--- src/rtl/skew_consts.svh ---
`ifndef SKEW_CONSTS_SVH
`define SKEW_CONSTS_SVH
// ***************************************************************
// register indices (byte address is four times the index)
// ***************************************************************
`define IDX_PHASE_OFS   10'h109
`define IDX_ALIGN_CTRL  10'h10a
`define IDX_SYSREF_STAT 10'h10b
// ***************************************************************
// field positions
// ***************************************************************
`define CTL_AUTO_BIT    7
`define CTL_NEG_HI      3
`define CTL_NEG_LO      2
`define CTL_POS_HI      1
`define CTL_POS_LO      0
`define OFS_HI          3
// ***************************************************************
// reset values
// ***************************************************************
`define RST_ALIGN_CTRL  8'h00
`define RST_PHASE_OFS   4'h0
`define RST_CAP_PHASE   4'h0
// ***************************************************************
// divider timing, in half device-clock units
// ***************************************************************
`define DIV_HALF_DEF    4'h8
`define PHASE_STEP      4'h2
`endif

--- src/rtl/skew_pkg.sv ---
package skew_pkg;
   // skew window field, half device-clock units
   typedef logic [1:0] skew_t;
   // divider phase, half device-clock units
   typedef logic [3:0] phase_t;
   // outcome of one captured reference edge
   typedef enum logic [1:0] {
      DEC_NONE    = 2'b00,
      DEC_IGNORE  = 2'b01,
      DEC_REALIGN = 2'b10,
      DEC_ALIGNED = 2'b11
   } decide_t;
endpackage

--- src/rtl/skew_if.sv ---
`timescale 1ns/1ps
interface skew_if;
   logic             auto_en;     // auto phase adjust enable
   skew_pkg::skew_t  neg_skew;    // early tolerance
   skew_pkg::skew_t  pos_skew;    // late tolerance
   logic             sysref_edge; // one-cycle synchronised edge
   skew_pkg::phase_t cap_phase;   // phase at last accepted capture
   skew_pkg::phase_t div_phase;   // running divider phase
   logic             ignored;     // edge fell inside window
   logic             realigned;   // divider was realigned
   modport ctrl (output auto_en, neg_skew, pos_skew, sysref_edge,
                 input  cap_phase, div_phase, ignored, realigned);
   modport tracker (input  auto_en, neg_skew, pos_skew, sysref_edge,
                    output cap_phase, div_phase, ignored, realigned);
endinterface

--- src/rtl/sysref_divider_skew_window.sv ---
//
// Overview of operation
// negative field sets early ignore window
// negative codes give 0,1/2,1,3/2 clocks
// positive field sets late ignore window
// positive codes give 0,1/2,1,3/2 clocks
// windows act only with auto adjust on
// software keeps window sum below status
// software disables reference before changing windows
// edges inside window leave divider phase
// zero window needs exact reference capture
// applied phase is captured plus manual offset
// status reports captured phase in half clocks
// edges outside window realign the divider
//
// The AHB-Lite interface to the registers was left to the implementer.
`timescale 1ns/1ps
`include "skew_consts.svh"
module sysref_divider_skew_window #(
   parameter logic [3:0] DIV_HALF = `DIV_HALF_DEF  // divider period, half clocks
) (
   // clock and reset
   input  wire logic        i_clk_sys,
   input  wire logic        i_reset,
   // ahb-lite slave
   input  wire logic        i_hsel,
   input  wire logic [31:0] i_haddr,
   input  wire logic [1:0]  i_htrans,
   input  wire logic        i_hwrite,
   input  wire logic [2:0]  i_hsize,
   input  wire logic [31:0] i_hwdata,
   input  wire logic        i_hready,
   output logic      [31:0] o_hrdata,
   output logic             o_hreadyout,
   output logic             o_hresp,
   // timing reference pin
   input  wire logic        i_sysref,
   // divider results
   output logic      [3:0]  o_div_phase,
   output logic             o_sysref_ignored,
   output logic             o_div_realigned
);
   // ***************************************************************
   // reference capture
   // ***************************************************************
   logic sysref_rise; // one-cycle rising edge, already filtered

   // filtering costs 3-4 cycles,
   // which only shifts the count
   // the pin is asynchronous to the device clock
   sysref_sync u_sync (
      .i_clk_sys (i_clk_sys),
      .i_reset   (i_reset),
      .i_pin     (i_sysref),
      .o_rise_ff (sysref_rise)
   );

   // ***************************************************************
   // divider tracking
   // ***************************************************************
   // fields out, status back
   skew_if sk ();

   skew_phase_tracker #(
      .DIV_HALF (DIV_HALF)
   ) u_tracker (
      .i_clk_sys (i_clk_sys),
      .i_reset   (i_reset),
      .sk        (sk)
   );

   // ***************************************************************
   // bus address phase
   // ***************************************************************
   logic       wr_pend_ff;  // write data phase follows
   logic [9:0] wr_idx_ff;   // register index of pending write
   // next values
   logic       nxt_wr_pend;
   logic [9:0] nxt_wr_idx;
   logic       take;        // address phase accepted this edge

   // only single whole-word transfers are expected; size is not decoded
   always_comb begin
      take        = i_hsel && i_htrans[1] && i_hready;
      nxt_wr_pend = 1'b0;
      nxt_wr_idx  = wr_idx_ff;
      // data follows next cycle
      if (take && i_hwrite) begin
         nxt_wr_pend = 1'b1;
         nxt_wr_idx  = i_haddr[11:2];
      end
   end

   // registers only
   always_ff @(posedge i_clk_sys) begin
      if (i_reset) begin
         // no write pending
         wr_pend_ff <= 1'b0;
         wr_idx_ff  <= 10'h000;
      end else begin
         wr_pend_ff <= nxt_wr_pend;
         wr_idx_ff  <= nxt_wr_idx;
      end
   end

   // ***************************************************************
   // control registers
   // ***************************************************************
   logic             auto_en_ff;   // auto phase adjust enable
   skew_pkg::skew_t  neg_ff;       // early tolerance field
   skew_pkg::skew_t  pos_ff;       // late tolerance field
   skew_pkg::phase_t ofs_ff;       // manual phase offset
   // reset image of the fields
   localparam logic [7:0] RST_CTL = `RST_ALIGN_CTRL;
   // next values
   logic             nxt_auto_en;
   skew_pkg::skew_t  nxt_neg;
   skew_pkg::skew_t  nxt_pos;
   skew_pkg::phase_t nxt_ofs;

   // write data phase lands here; unmapped writes vanish
   always_comb begin
      nxt_auto_en = auto_en_ff;
      nxt_neg     = neg_ff;
      nxt_pos     = pos_ff;
      nxt_ofs     = ofs_ff;
      // data phase of a write
      if (wr_pend_ff) begin
         case (wr_idx_ff)
            `IDX_ALIGN_CTRL: begin
               // enable plus both windows
               nxt_auto_en = i_hwdata[`CTL_AUTO_BIT];
               // new windows take effect at once; keeping the
               // reference quiet meanwhile is up to software
               nxt_neg     = i_hwdata[`CTL_NEG_HI:`CTL_NEG_LO];  // see R1
               nxt_pos     = i_hwdata[`CTL_POS_HI:`CTL_POS_LO];
            end
            // manual offset
            `IDX_PHASE_OFS: begin
               nxt_ofs = i_hwdata[`OFS_HI:0];
            end
            // status is read-only
            default: begin
               nxt_ofs = ofs_ff;
            end
         endcase
      end
   end

   // registers only
   always_ff @(posedge i_clk_sys) begin
      if (i_reset) begin
         // start from reset image
         auto_en_ff <= RST_CTL[`CTL_AUTO_BIT];
         neg_ff     <= RST_CTL[`CTL_NEG_HI:`CTL_NEG_LO];
         pos_ff     <= RST_CTL[`CTL_POS_HI:`CTL_POS_LO];
         ofs_ff     <= `RST_PHASE_OFS;
      end else begin
         // take next values
         auto_en_ff <= nxt_auto_en;
         neg_ff     <= nxt_neg;
         pos_ff     <= nxt_pos;
         ofs_ff     <= nxt_ofs;
      end
   end

   // the tracker sees the programmed fields directly
   assign sk.auto_en     = auto_en_ff;
   assign sk.neg_skew    = neg_ff;
   assign sk.pos_skew    = pos_ff;
   assign sk.sysref_edge = sysref_rise;

   // ***************************************************************
   // read data
   // ***************************************************************
   // stands until next read
   logic [31:0] hrdata_ff;
   logic [31:0] nxt_hrdata;

   // read values come from the next-state so a write just before
   // a read of the same register is seen without a wait state
   always_comb begin
      nxt_hrdata = hrdata_ff;
      // only a taken read reloads
      if (take && !i_hwrite) begin
         case (i_haddr[11:2])
            // enable and windows
            `IDX_ALIGN_CTRL:
               nxt_hrdata = {24'h000000, nxt_auto_en, 3'h0, nxt_neg, nxt_pos};
            // manual offset
            `IDX_PHASE_OFS:
               nxt_hrdata = {28'h0000000, nxt_ofs};
            // captured phase
            `IDX_SYSREF_STAT:
               nxt_hrdata = {28'h0000000, sk.cap_phase};
            // unmapped reads zero
            default:
               nxt_hrdata = 32'h00000000;
         endcase
      end
   end

   // registers only
   always_ff @(posedge i_clk_sys) begin
      // zero in reset
      if (i_reset)
         hrdata_ff <= 32'h00000000;
      else
         hrdata_ff <= nxt_hrdata;
   end

   // ***************************************************************
   // bus handshake and divider outputs
   // ***************************************************************
   logic             ready_ff;     // zero wait states after reset
   logic [3:0]       phase_ff;     // applied divider phase
   logic             ign_ff;
   logic             realn_ff;
   logic             resp_ff;      // always okay
   // next applied phase
   skew_pkg::phase_t nxt_phase;

   // applied phase: captured plus manual offset, or manual only
   always_comb begin
      if (auto_en_ff)
         nxt_phase = sk.cap_phase + ofs_ff;
      else
         // status unused when off
         nxt_phase = ofs_ff;
   end

   // registers only
   always_ff @(posedge i_clk_sys) begin
      if (i_reset) begin
         // not ready in reset
         ready_ff <= 1'b0;
         phase_ff <= 4'h0;
         ign_ff   <= 1'b0;
         realn_ff <= 1'b0;
         resp_ff  <= 1'b0;
      end else begin
         // ready from first edge
         ready_ff <= 1'b1;
         phase_ff <= nxt_phase;
         ign_ff   <= sk.ignored;
         realn_ff <= sk.realigned;
         resp_ff  <= 1'b0;
      end
   end

   // every output from a flop
   assign o_hrdata         = hrdata_ff;
   assign o_hreadyout      = ready_ff;
   assign o_hresp          = resp_ff;
   assign o_div_phase      = phase_ff;
   assign o_sysref_ignored = ign_ff;
   assign o_div_realigned  = realn_ff;

   // ***************************************************************
   // checks
   // bus and divider outputs
   // ***************************************************************
   a_ctrl_write_lands: assert property (
      @(posedge i_clk_sys) disable iff (i_reset)
      (wr_pend_ff && wr_idx_ff == `IDX_ALIGN_CTRL)
      |=> (neg_ff == $past(i_hwdata[3:2]) && pos_ff == $past(i_hwdata[1:0])
           && auto_en_ff == $past(i_hwdata[7])))
      else $error("control write not stored");

   a_phase_sum: assert property (
      @(posedge i_clk_sys) disable iff (i_reset)
      auto_en_ff |=> (o_div_phase == $past(sk.cap_phase + ofs_ff)))
      else $error("applied phase is not captured plus offset");

   a_phase_manual: assert property (
      @(posedge i_clk_sys) disable iff (i_reset)
      !auto_en_ff |=> (o_div_phase == $past(ofs_ff)))
      else $error("manual phase disturbed while auto off");

   a_status_read: assert property (
      @(posedge i_clk_sys) disable iff (i_reset)
      (take && !i_hwrite && i_haddr[11:2] == `IDX_SYSREF_STAT)
      |=> (o_hrdata == {28'h0000000, $past(sk.cap_phase)}))
      else $error("status read does not show captured phase");

   a_ignored_follows: assert property (
      @(posedge i_clk_sys) disable iff (i_reset)
      sk.ignored |=> (o_sysref_ignored && !o_div_realigned))
      else $error("ignored edge not reported");

   a_realign_follows: assert property (
      @(posedge i_clk_sys) disable iff (i_reset)
      sk.realigned |=> (o_div_realigned && !o_sysref_ignored))
      else $error("realign not reported");

   a_status_quiet: assert property (
      @(posedge i_clk_sys) disable iff (i_reset)
      !(sk.sysref_edge && sk.auto_en) |=> $stable(sk.cap_phase))
      else $error("status moved without an accepted edge");

   a_ofs_write_lands: assert property (
      @(posedge i_clk_sys) disable iff (i_reset)
      (wr_pend_ff && wr_idx_ff == `IDX_PHASE_OFS)
      |=> (ofs_ff == $past(i_hwdata[`OFS_HI:0])))
      else $error("offset write not stored");
endmodule

--- src/rtl/sysref_sync.sv ---
`timescale 1ns/1ps
module sysref_sync (
   // clock and reset
   input  wire logic i_clk_sys,
   input  wire logic i_reset,
   // raw pin and filtered result
   input  wire logic i_pin,
   output logic      o_rise_ff
);
   // ***************************************************************
   // three-stage capture, change accepted when stages two and three agree
   // ***************************************************************
   logic s1_ff;     // metastable stage, read only by s2
   logic s2_ff;     // second stage
   logic s3_ff;     // third stage
   logic level_ff;  // accepted level
   logic nxt_level;
   logic nxt_rise;

   // next accepted level and rising pulse
   always_comb begin
      nxt_level = level_ff;
      nxt_rise  = 1'b0;
      if (s2_ff == s3_ff) begin
         nxt_level = s3_ff;
         nxt_rise  = s3_ff & ~level_ff;
      end
   end

   // registers only
   always_ff @(posedge i_clk_sys) begin
      if (i_reset) begin
         s1_ff     <= 1'b0;
         s2_ff     <= 1'b0;
         s3_ff     <= 1'b0;
         level_ff  <= 1'b0;
         o_rise_ff <= 1'b0;
      end else begin
         s1_ff     <= i_pin;
         s2_ff     <= s1_ff;
         s3_ff     <= s2_ff;
         level_ff  <= nxt_level;
         o_rise_ff <= nxt_rise;
      end
   end
endmodule

--- src/rtl/skew_phase_tracker.sv ---
`timescale 1ns/1ps
`include "skew_consts.svh"
module skew_phase_tracker #(
   parameter logic [3:0] DIV_HALF = `DIV_HALF_DEF  // divider period, half clocks
) (
   // clock and reset
   input  wire logic i_clk_sys,
   input  wire logic i_reset,
   // control and status toward the register side
   skew_if.tracker   sk
);
   // ***************************************************************
   // divider phase and window decision
   // ***************************************************************
   skew_pkg::phase_t  cnt_ff;       // local divider phase
   skew_pkg::phase_t  cap_ff;       // captured phase, status
   logic              ignored_ff;   // pulse: edge inside window
   logic              realigned_ff; // pulse: divider realigned
   skew_pkg::phase_t  nxt_cnt;
   skew_pkg::phase_t  nxt_cap;
   skew_pkg::phase_t  early;        // half clocks before the boundary
   skew_pkg::decide_t dec;
   logic [4:0]        sum;

   // one device clock is two half-clock units of the divider
   always_comb begin
      sum   = {1'b0, cnt_ff} + {1'b0, `PHASE_STEP};
      early = DIV_HALF - cnt_ff;
      dec   = skew_pkg::DEC_NONE;
      if (sk.sysref_edge && sk.auto_en) begin
         if (cnt_ff == 4'h0)
            dec = skew_pkg::DEC_ALIGNED;
         else if (cnt_ff <= {2'b00, sk.pos_skew})                // see R3
            dec = skew_pkg::DEC_IGNORE;
         else if (early <= {2'b00, sk.neg_skew})                 // see R1
            dec = skew_pkg::DEC_IGNORE;
         else
            dec = skew_pkg::DEC_REALIGN;
      end
      // free-running divider
      if (sum >= {1'b0, DIV_HALF})
         nxt_cnt = sum[3:0] - DIV_HALF;
      else
         nxt_cnt = sum[3:0];
      nxt_cap = cap_ff;
      case (dec)
         skew_pkg::DEC_REALIGN: begin
            // edge cycle becomes phase zero, so next is one step on
            nxt_cnt = `PHASE_STEP;
            nxt_cap = cnt_ff;                                    // see R10
         end
         skew_pkg::DEC_ALIGNED: begin
            nxt_cap = 4'h0;
         end
         default: begin
            // ignored edges leave phase and status alone
            nxt_cap = cap_ff;
         end
      endcase
   end

   // registers only
   always_ff @(posedge i_clk_sys) begin
      if (i_reset) begin
         cnt_ff       <= 4'h0;
         cap_ff       <= `RST_CAP_PHASE;
         ignored_ff   <= 1'b0;
         realigned_ff <= 1'b0;
      end else begin
         cnt_ff       <= nxt_cnt;
         cap_ff       <= nxt_cap;
         ignored_ff   <= (dec == skew_pkg::DEC_IGNORE);
         realigned_ff <= (dec == skew_pkg::DEC_REALIGN);
      end
   end

   assign sk.cap_phase = cap_ff;
   assign sk.div_phase = cnt_ff;
   assign sk.ignored   = ignored_ff;
   assign sk.realigned = realigned_ff;

   // ***************************************************************
   // checks
   // ***************************************************************
   a_ignore_keeps_cap: assert property (
      @(posedge i_clk_sys) disable iff (i_reset)
      ignored_ff |-> ($stable(cap_ff) && !realigned_ff))
      else $error("ignored edge changed captured phase");
   a_late_window_hit: assert property (
      @(posedge i_clk_sys) disable iff (i_reset)
      (sk.sysref_edge && sk.auto_en && cnt_ff != 4'h0
       && cnt_ff <= {2'b00, sk.pos_skew}) |=> ignored_ff)
      else $error("late edge inside window not ignored");
   a_early_window_hit: assert property (
      @(posedge i_clk_sys) disable iff (i_reset)
      (sk.sysref_edge && sk.auto_en && cnt_ff != 4'h0
       && (DIV_HALF - cnt_ff) <= {2'b00, sk.neg_skew}) |=> ignored_ff)
      else $error("early edge inside window not ignored");
   a_disabled_quiet: assert property (
      @(posedge i_clk_sys) disable iff (i_reset)
      !sk.auto_en |=> (!ignored_ff && !realigned_ff && $stable(cap_ff)))
      else $error("skew logic acted while auto adjust off");
   a_outside_realigns: assert property (
      @(posedge i_clk_sys) disable iff (i_reset)
      (sk.sysref_edge && sk.auto_en && cnt_ff > {2'b00, sk.pos_skew}
       && (DIV_HALF - cnt_ff) > {2'b00, sk.neg_skew})
      |=> (realigned_ff && cap_ff == $past(cnt_ff) && cnt_ff == `PHASE_STEP))
      else $error("edge outside window did not realign");
endmodule

--- config.mk ---
export PLATFORM = sky130hd
export DESIGN_NAME = sysref_divider_skew_window
export DESIGN_NICKNAME = d
export VERILOG_FILES = /design/src/rtl/skew_pkg.sv /design/src/rtl/skew_if.sv /design/src/rtl/sysref_divider_skew_window.sv /design/src/rtl/sysref_sync.sv /design/src/rtl/skew_phase_tracker.sv
export VERILOG_INCLUDE_DIRS = /design/src /design/src/rtl
export SDC_FILE = /design/constraint.sdc
export NUM_CORES = 1
export LEC_CHECK = 0
export BUFFER_PORTS_ARGS = -buffer_cell sky130_fd_sc_hd__clkbuf_2
export CORE_MARGIN = 3
export CORE_UTILIZATION = 40
export DETAILED_ROUTE_END_ITERATION = 10
export PLACE_DENSITY = 0.82
export SYNTH_ARGS = -nofsm -noshare
export SYNTH_HDL_FRONTEND = slang
export SYNTH_SLANG_ARGS = --single-unit
--- constraint.sdc ---
create_clock -name i_clk_sys -period 5.1 [get_ports i_clk_sys]
set_input_delay 0 -clock i_clk_sys [delete_from_list [all_inputs] [get_ports i_clk_sys]]
set_output_delay 0 -clock i_clk_sys [all_outputs]
set_load 0.05 [all_outputs]
* Yosys cells after proc, flatten, opt, wreduce, memory -nomap -nowiden
Cells that the tools add are included.
Widths: inputs -> output; s select.
** Cells by class
- Add/sub/neg operators :: 4
- Magnitude comparators :: 3
- Equality and inequality tests :: 9
- Mux-type cells :: 19
- Bitwise logic cells :: 3
- Reduce and logical (&&, ||, !) cells :: 10
** Operator list (count)
- $eq 10x9->1 const B :: 5
- $pmux 8 s3 :: 1
- $mux 2 :: 9
- $mux 4 :: 4
- $le 4x2->1 :: 2
- $pmux 4 s2 :: 1
- $add 4x2->5 const B :: 1
- $ge 5x4->1 const B :: 1
- $logic_and 1x1->1 :: 5
- $add 4x4->4 :: 1
- $eq 2x2->1 const B :: 2
- $logic_not 4->1 :: 1
- $mux 1 :: 4
- $reduce_or 2->1 :: 2
- $sub 4x4->4 const A :: 1
- $sub 4x4->4 const B :: 1
- $eq 2x1->1 const B :: 1
- $not 1->1 :: 2
- $reduce_bool 2->1 :: 1
- $and 1x1->1 :: 1
- $eq 1x1->1 :: 1
- $logic_not 1->1 :: 1
** Word-level totals
- Register bits after elaboration :: 74
- Bits of input ports :: 75
- Output and inout port bits :: 40
- Word-level logic and storage cells :: 69

* Longest topological paths before layout
- Depth in word-level cells :: 8
- Depth in mapped cells :: 8
- Mapped depth without buffers :: 8

* By module
From an unflattened synthesis, not the netlist that was laid out.
** Unflattened totals
- Cell total of the unflattened synthesis :: 248
- Area, all modules :: 2222.1 µm²
** By module, submodules not included
- sysref_divider_skew_window :: instances 1, cells each 187, area each 1651.6 µm², sequential area each 640.6 µm²
- skew_phase_tracker :: instances 1, cells each 49, area each 421.7 µm², sequential area each 160.2 µm²
- sysref_sync :: instances 1, cells each 12, area each 148.9 µm², sequential area each 100.1 µm²

* Worst setup path after synthesis
No wires, ideal clock.
- Kind :: flip-flop to flip-flop
- From :: reg wr_idx_ff[5]
- To :: reg hrdata_ff[2] (netlist: o_hrdata[2])
- Library setup time :: 127 ps
- Arrival time :: 1833 ps
- Data required time :: 4973 ps
- Slack :: 3140 ps
- Cell stages (with the launch flop) :: 6
- Buffers on the path :: 0
- Clock period less this slack :: 1960 ps
- Path through :: dfxtp_1 or4b_4 nor4_4 mux2i_1 nor2_1 or3_1
** On the way
- Longest elaborated chain between the ends :: 4
- Elaborated cells on any way between the ends :: 7
- Classes of those cells :: 2 x eq/ne; 5 x mux
** Ends and longest elaborated chain
- start: declaration :: line sysref_divider_skew_window.sv:76 : logic [9:0] wr_idx_ff;
- start signal: assignment :: line sysref_divider_skew_window.sv:102 : wr_idx_ff <= nxt_wr_idx;
- $eq 10x9->1 :: line sysref_divider_skew_window.sv:129 : case (wr_idx_ff)
- $mux 4 / $mux 2 (equally long branches) :: line sysref_divider_skew_window.sv:129
- $mux 4 / $mux 2 (equally long branches) :: line sysref_divider_skew_window.sv:128 : if (wr_pend_ff) begin
- $pmux 8 s3 (*) :: line sysref_divider_skew_window.sv:186 : case (i_haddr[11:2])
- end signal: assignment :: line sysref_divider_skew_window.sv:209 : hrdata_ff <= nxt_hrdata;
- end: declaration :: line sysref_divider_skew_window.sv:177 : logic [31:0] hrdata_ff;
Every way passes the cells marked *; elsewhere a longest branch is shown, timed or not.
A chain may end at the register's enable or synchronous reset.

* Worst setup path in the final report
Same ends and word-level chain as after synthesis.

==> metrics.md <==
| Metric | Value |
|---|---|
| Leading cell types in the layout, fill and taps excluded | 45 x dfxtp_1, 33 x clkbuf_2, 28 x nand2_1, 28 x conb_1, 18 x a21oi_1 |
| DIE AREA | 6090 sq um |
| Largest net degree at the start of global routing | 39 |
| Std cell rows | 25 |
| Antenna violations before repair | 0 |
| CP arrival | 2.38 ns |
| Num CTS Buffers | 5 |
| RSZ-0062 raised after global routing | false |
| MaxCap Viol Count | 0 |
| GPL Wtd Cong | 0.809 |
| Post-CTS Repair Setup Buffers | 0 |
| GR Overflow Total | 0 |
| Critical Path RT | 5.28 ns |
| Number of flops mapped to enable cells by yosys | 0 |
| Most Used Layer, Global Route | met2 |
| Mux share of post-synthesis cell area | 4.88% |
| Period minus WS final | 2.21 ns |
| First-pass GRT wire length | 6.36 mm |
| # resized after CTS | 0 |
| Synth Area per Inst | 9.23 sq um |
| Fin crit share | 43.3% |
| VDD IR-drop max | 0.178 mV |
| Area Growth Syn to Fin | 18.5% |
| Slew at the pin closest to its max-slew limit | 0.746 ns |
| Clk sink count | 45 |
| Crit path kind | reg -> reg |
| Leading register cell type out of synthesis | dfxtp_1 |
| Vias per inst | 4.58 |
| Power Total | 0.000731 W |
| Layout cells sized above 1 | 19.0% |
| Ant diodes | 0 |
| XOR/XNOR Fraction of Synth Area | 0.844% |
| DRC viols | 0 |
| CP endpoint kind | flop |
| Initial core utilization | 42.5% |
| Worst skew pair latency | 0.30 ns |
| Min-delay src | i_haddr[3] |
| Register area share after synthesis | 43.4% |
| Core footprint | 4880 sq um |
| Distinct cells, synth | 47 |
| CTS tree | built |
| DIE HEIGHT | 78.0 um |
| Clock skew | 0.00713 ns |
| DRT Pass-1 Iters | 4 |
| Synthesized flop and latch total | 45 |
| PwrDens | 297 nW/um^2 |
| H-tree levels | 2 |
| Main combinational cell family by area after synthesis | simple AND/OR/NAND/NOR gates |
| Die W | 78.0 um |
| DRT iter0 DRCs | 86 |
| Number of global-route vias before repair | 1460 |
| Max Fclk | 453 MHz |
| GR Util All Layers | 13.3% |
| Layout fillers | 473 |
| Cell area after synthesis | 2080 sq um |
| Final setup TNS | 0 ns |
| Final worst-path setup slack | 2.89 ns |
| Clk pin slew, worst setup/hold paths | 0.08 ns |
| Worst setup SP type | flop |
| # IOs | 115 |
| Yosys warns | 0 |
| Via Count | 1562 |
| Synth area leaders | dfxtp_1 43%, buf_4 10%, nand2_1 5.1% |
| Slew Limit Fails | 0 |
| Hold slack | 0.0743 ns |
| Status | complete, no violations |
| Cell accounting for the most synthesized area | dfxtp_1 |
| Final setup violation count | 0 |
| Hpwl dp | 2.88 mm |
| Synth Area in Compound Gates | 9.58% |
| Slew headroom | 50.3% |
| Nets | 355 |
| Commonest non-fill, non-tap cell in the layout | dfxtp_1 |
| Synthesized instance count | 225 |
| Met1 Usage GRT | 16.0% |
| Synth Area in Adders | 4.58% |
| P_leak | 1.03 nW |
| Reg2reg start | wr_idx_ff[5] |
| Total wire length | 3.93 mm |
| Met3 Track Usage GR | 4.59% |
| Worst hold-check path type | in -> reg |
| Proportion of netlist area held by the largest area contributor | 43.4% |
| Area of the multi-input gates | 998 sq um |
| Count of final hold-check violations | 0 |
| Met2 usage | 21.7% |
| DRT antenna net count | 0 |
| CTS Buffer Depth | 2 |
| Post-synthesis async set-or-reset flop share | 0% |
| Register area | 901 sq um |
| Simple-gate share of the synthesized area | 23.1% |
| Clk Tree Root Cell | clkbuf_8 |
| Port bufs | 33 |
| Setup WS pre-CTS | 2.92 ns |
| Critical Path Start | wr_idx_ff[5] |
| Post-DR wirelength/cell | 11.5 um |
| CP max FO | 4 |
==> logic make-up (layout without fill, tap and decap cells) <==
family,count (synthesis),count (layout)
DFF,45,45
muxes,10,10
adders and majority gates,7,7
buffers and inverters,46,68
AOI/OAI and AO/OA,33,33
xor gates and xnor gates,2,2
and+or+nand+nor,81,81
other,1,28
==> critical path, stage by stage, from the launching register on <==
cell     delay, ns
dfxtp_1       0.32
or4b_4        0.58
nor4_4        0.46
mux2i_1       0.32
nor2_1        0.07
or3_1         0.35
==> where the power goes <==
group          switching [W]  internal (W)  total (W)  leakage [nW]
Combinational      0.0000704     0.0000242  0.0000946         0.604
Sequential        0.00000384      0.000356   0.000359         0.364
Clock               0.000117      0.000160   0.000277        0.0585
==> final timing paths <==
| kind | to | slack [ns] | depth (start not counted) |
|---|---|---|---|
| max | o_hrdata[2] | 2.89 | 5 |
| min | wr_idx_ff[1] | 0.07 | 3 |
| max reg2reg | o_hrdata[2] | 2.89 | 5 |
| min reg2reg | u_sync.s2_ff | 0.44 | 1 |
==> through the flow <==
| step | util (%) | instances | cell area, sq um |
|---|---|---|---|
| 2_1_floorplan | - | 252 | 2180 |
| 3_3_place_gp | 44.9 | 318 | 2190 |
| 3_5_place_dp | 44.9 | 318 | 2190 |
| 4_1_cts | 50.4 | 341 | 2460 |
| 5_1_grt | 50.4 | 341 | 2460 |
| 6_report | 50.4 | 341 | 2460 |
==> flip-flops by register name (all words and copies together) (netlist names), 2 cells and up <==
signal / count
o_div_phase: 4
wr_idx_ff: 10
o_hrdata: 5
neg_ff: 2
u_tracker.sk.cap_phase: 3
u_tracker.sk.div_phase: 3
pos_ff: 2
ofs_ff: 4
==> Yosys cell counts (3+ instances only) <==
master    count
and3_1        3
inv_1        12
o21ai_0       5
nor2_1       14
mux2i_1       9
buf_4        28
ha_1          6
nor2b_1       6
buf_1         3
a21oi_1      18
a211o_1       3
nand2_1      28
nand2b_1      4
dfxtp_1      45
clkbuf_1      3
==> per-layer routing <==
metal	routed length, um	vias up	part of all wire (%)
met5	0	-	0
met3	269	8	6.8
met2	1820	48	46
li1	-	794	-
met4	57	0	1.5
met1	1780	712	45
==> cell type report <==
| type | count | share of cell area [%] |
|---|---|---|
| multi-input cells | 161 | 40.6 |
| flip-flops and latches | 45 | 36.6 |
| repair buffers | 48 | 12.8 |
| clock buffers | 7 | 3.51 |
| well taps | 67 | 3.41 |
| inverters | 12 | 1.83 |
| clock inverters | 1 | 1.22 |
==> what timing repair did <==
item	in CTS	in global routing
setup endpoints to repair	0	0
hold endpoints to repair	17	0
hold buffers	15	0
Note: power is estimated with default switching activity, not from simulation.
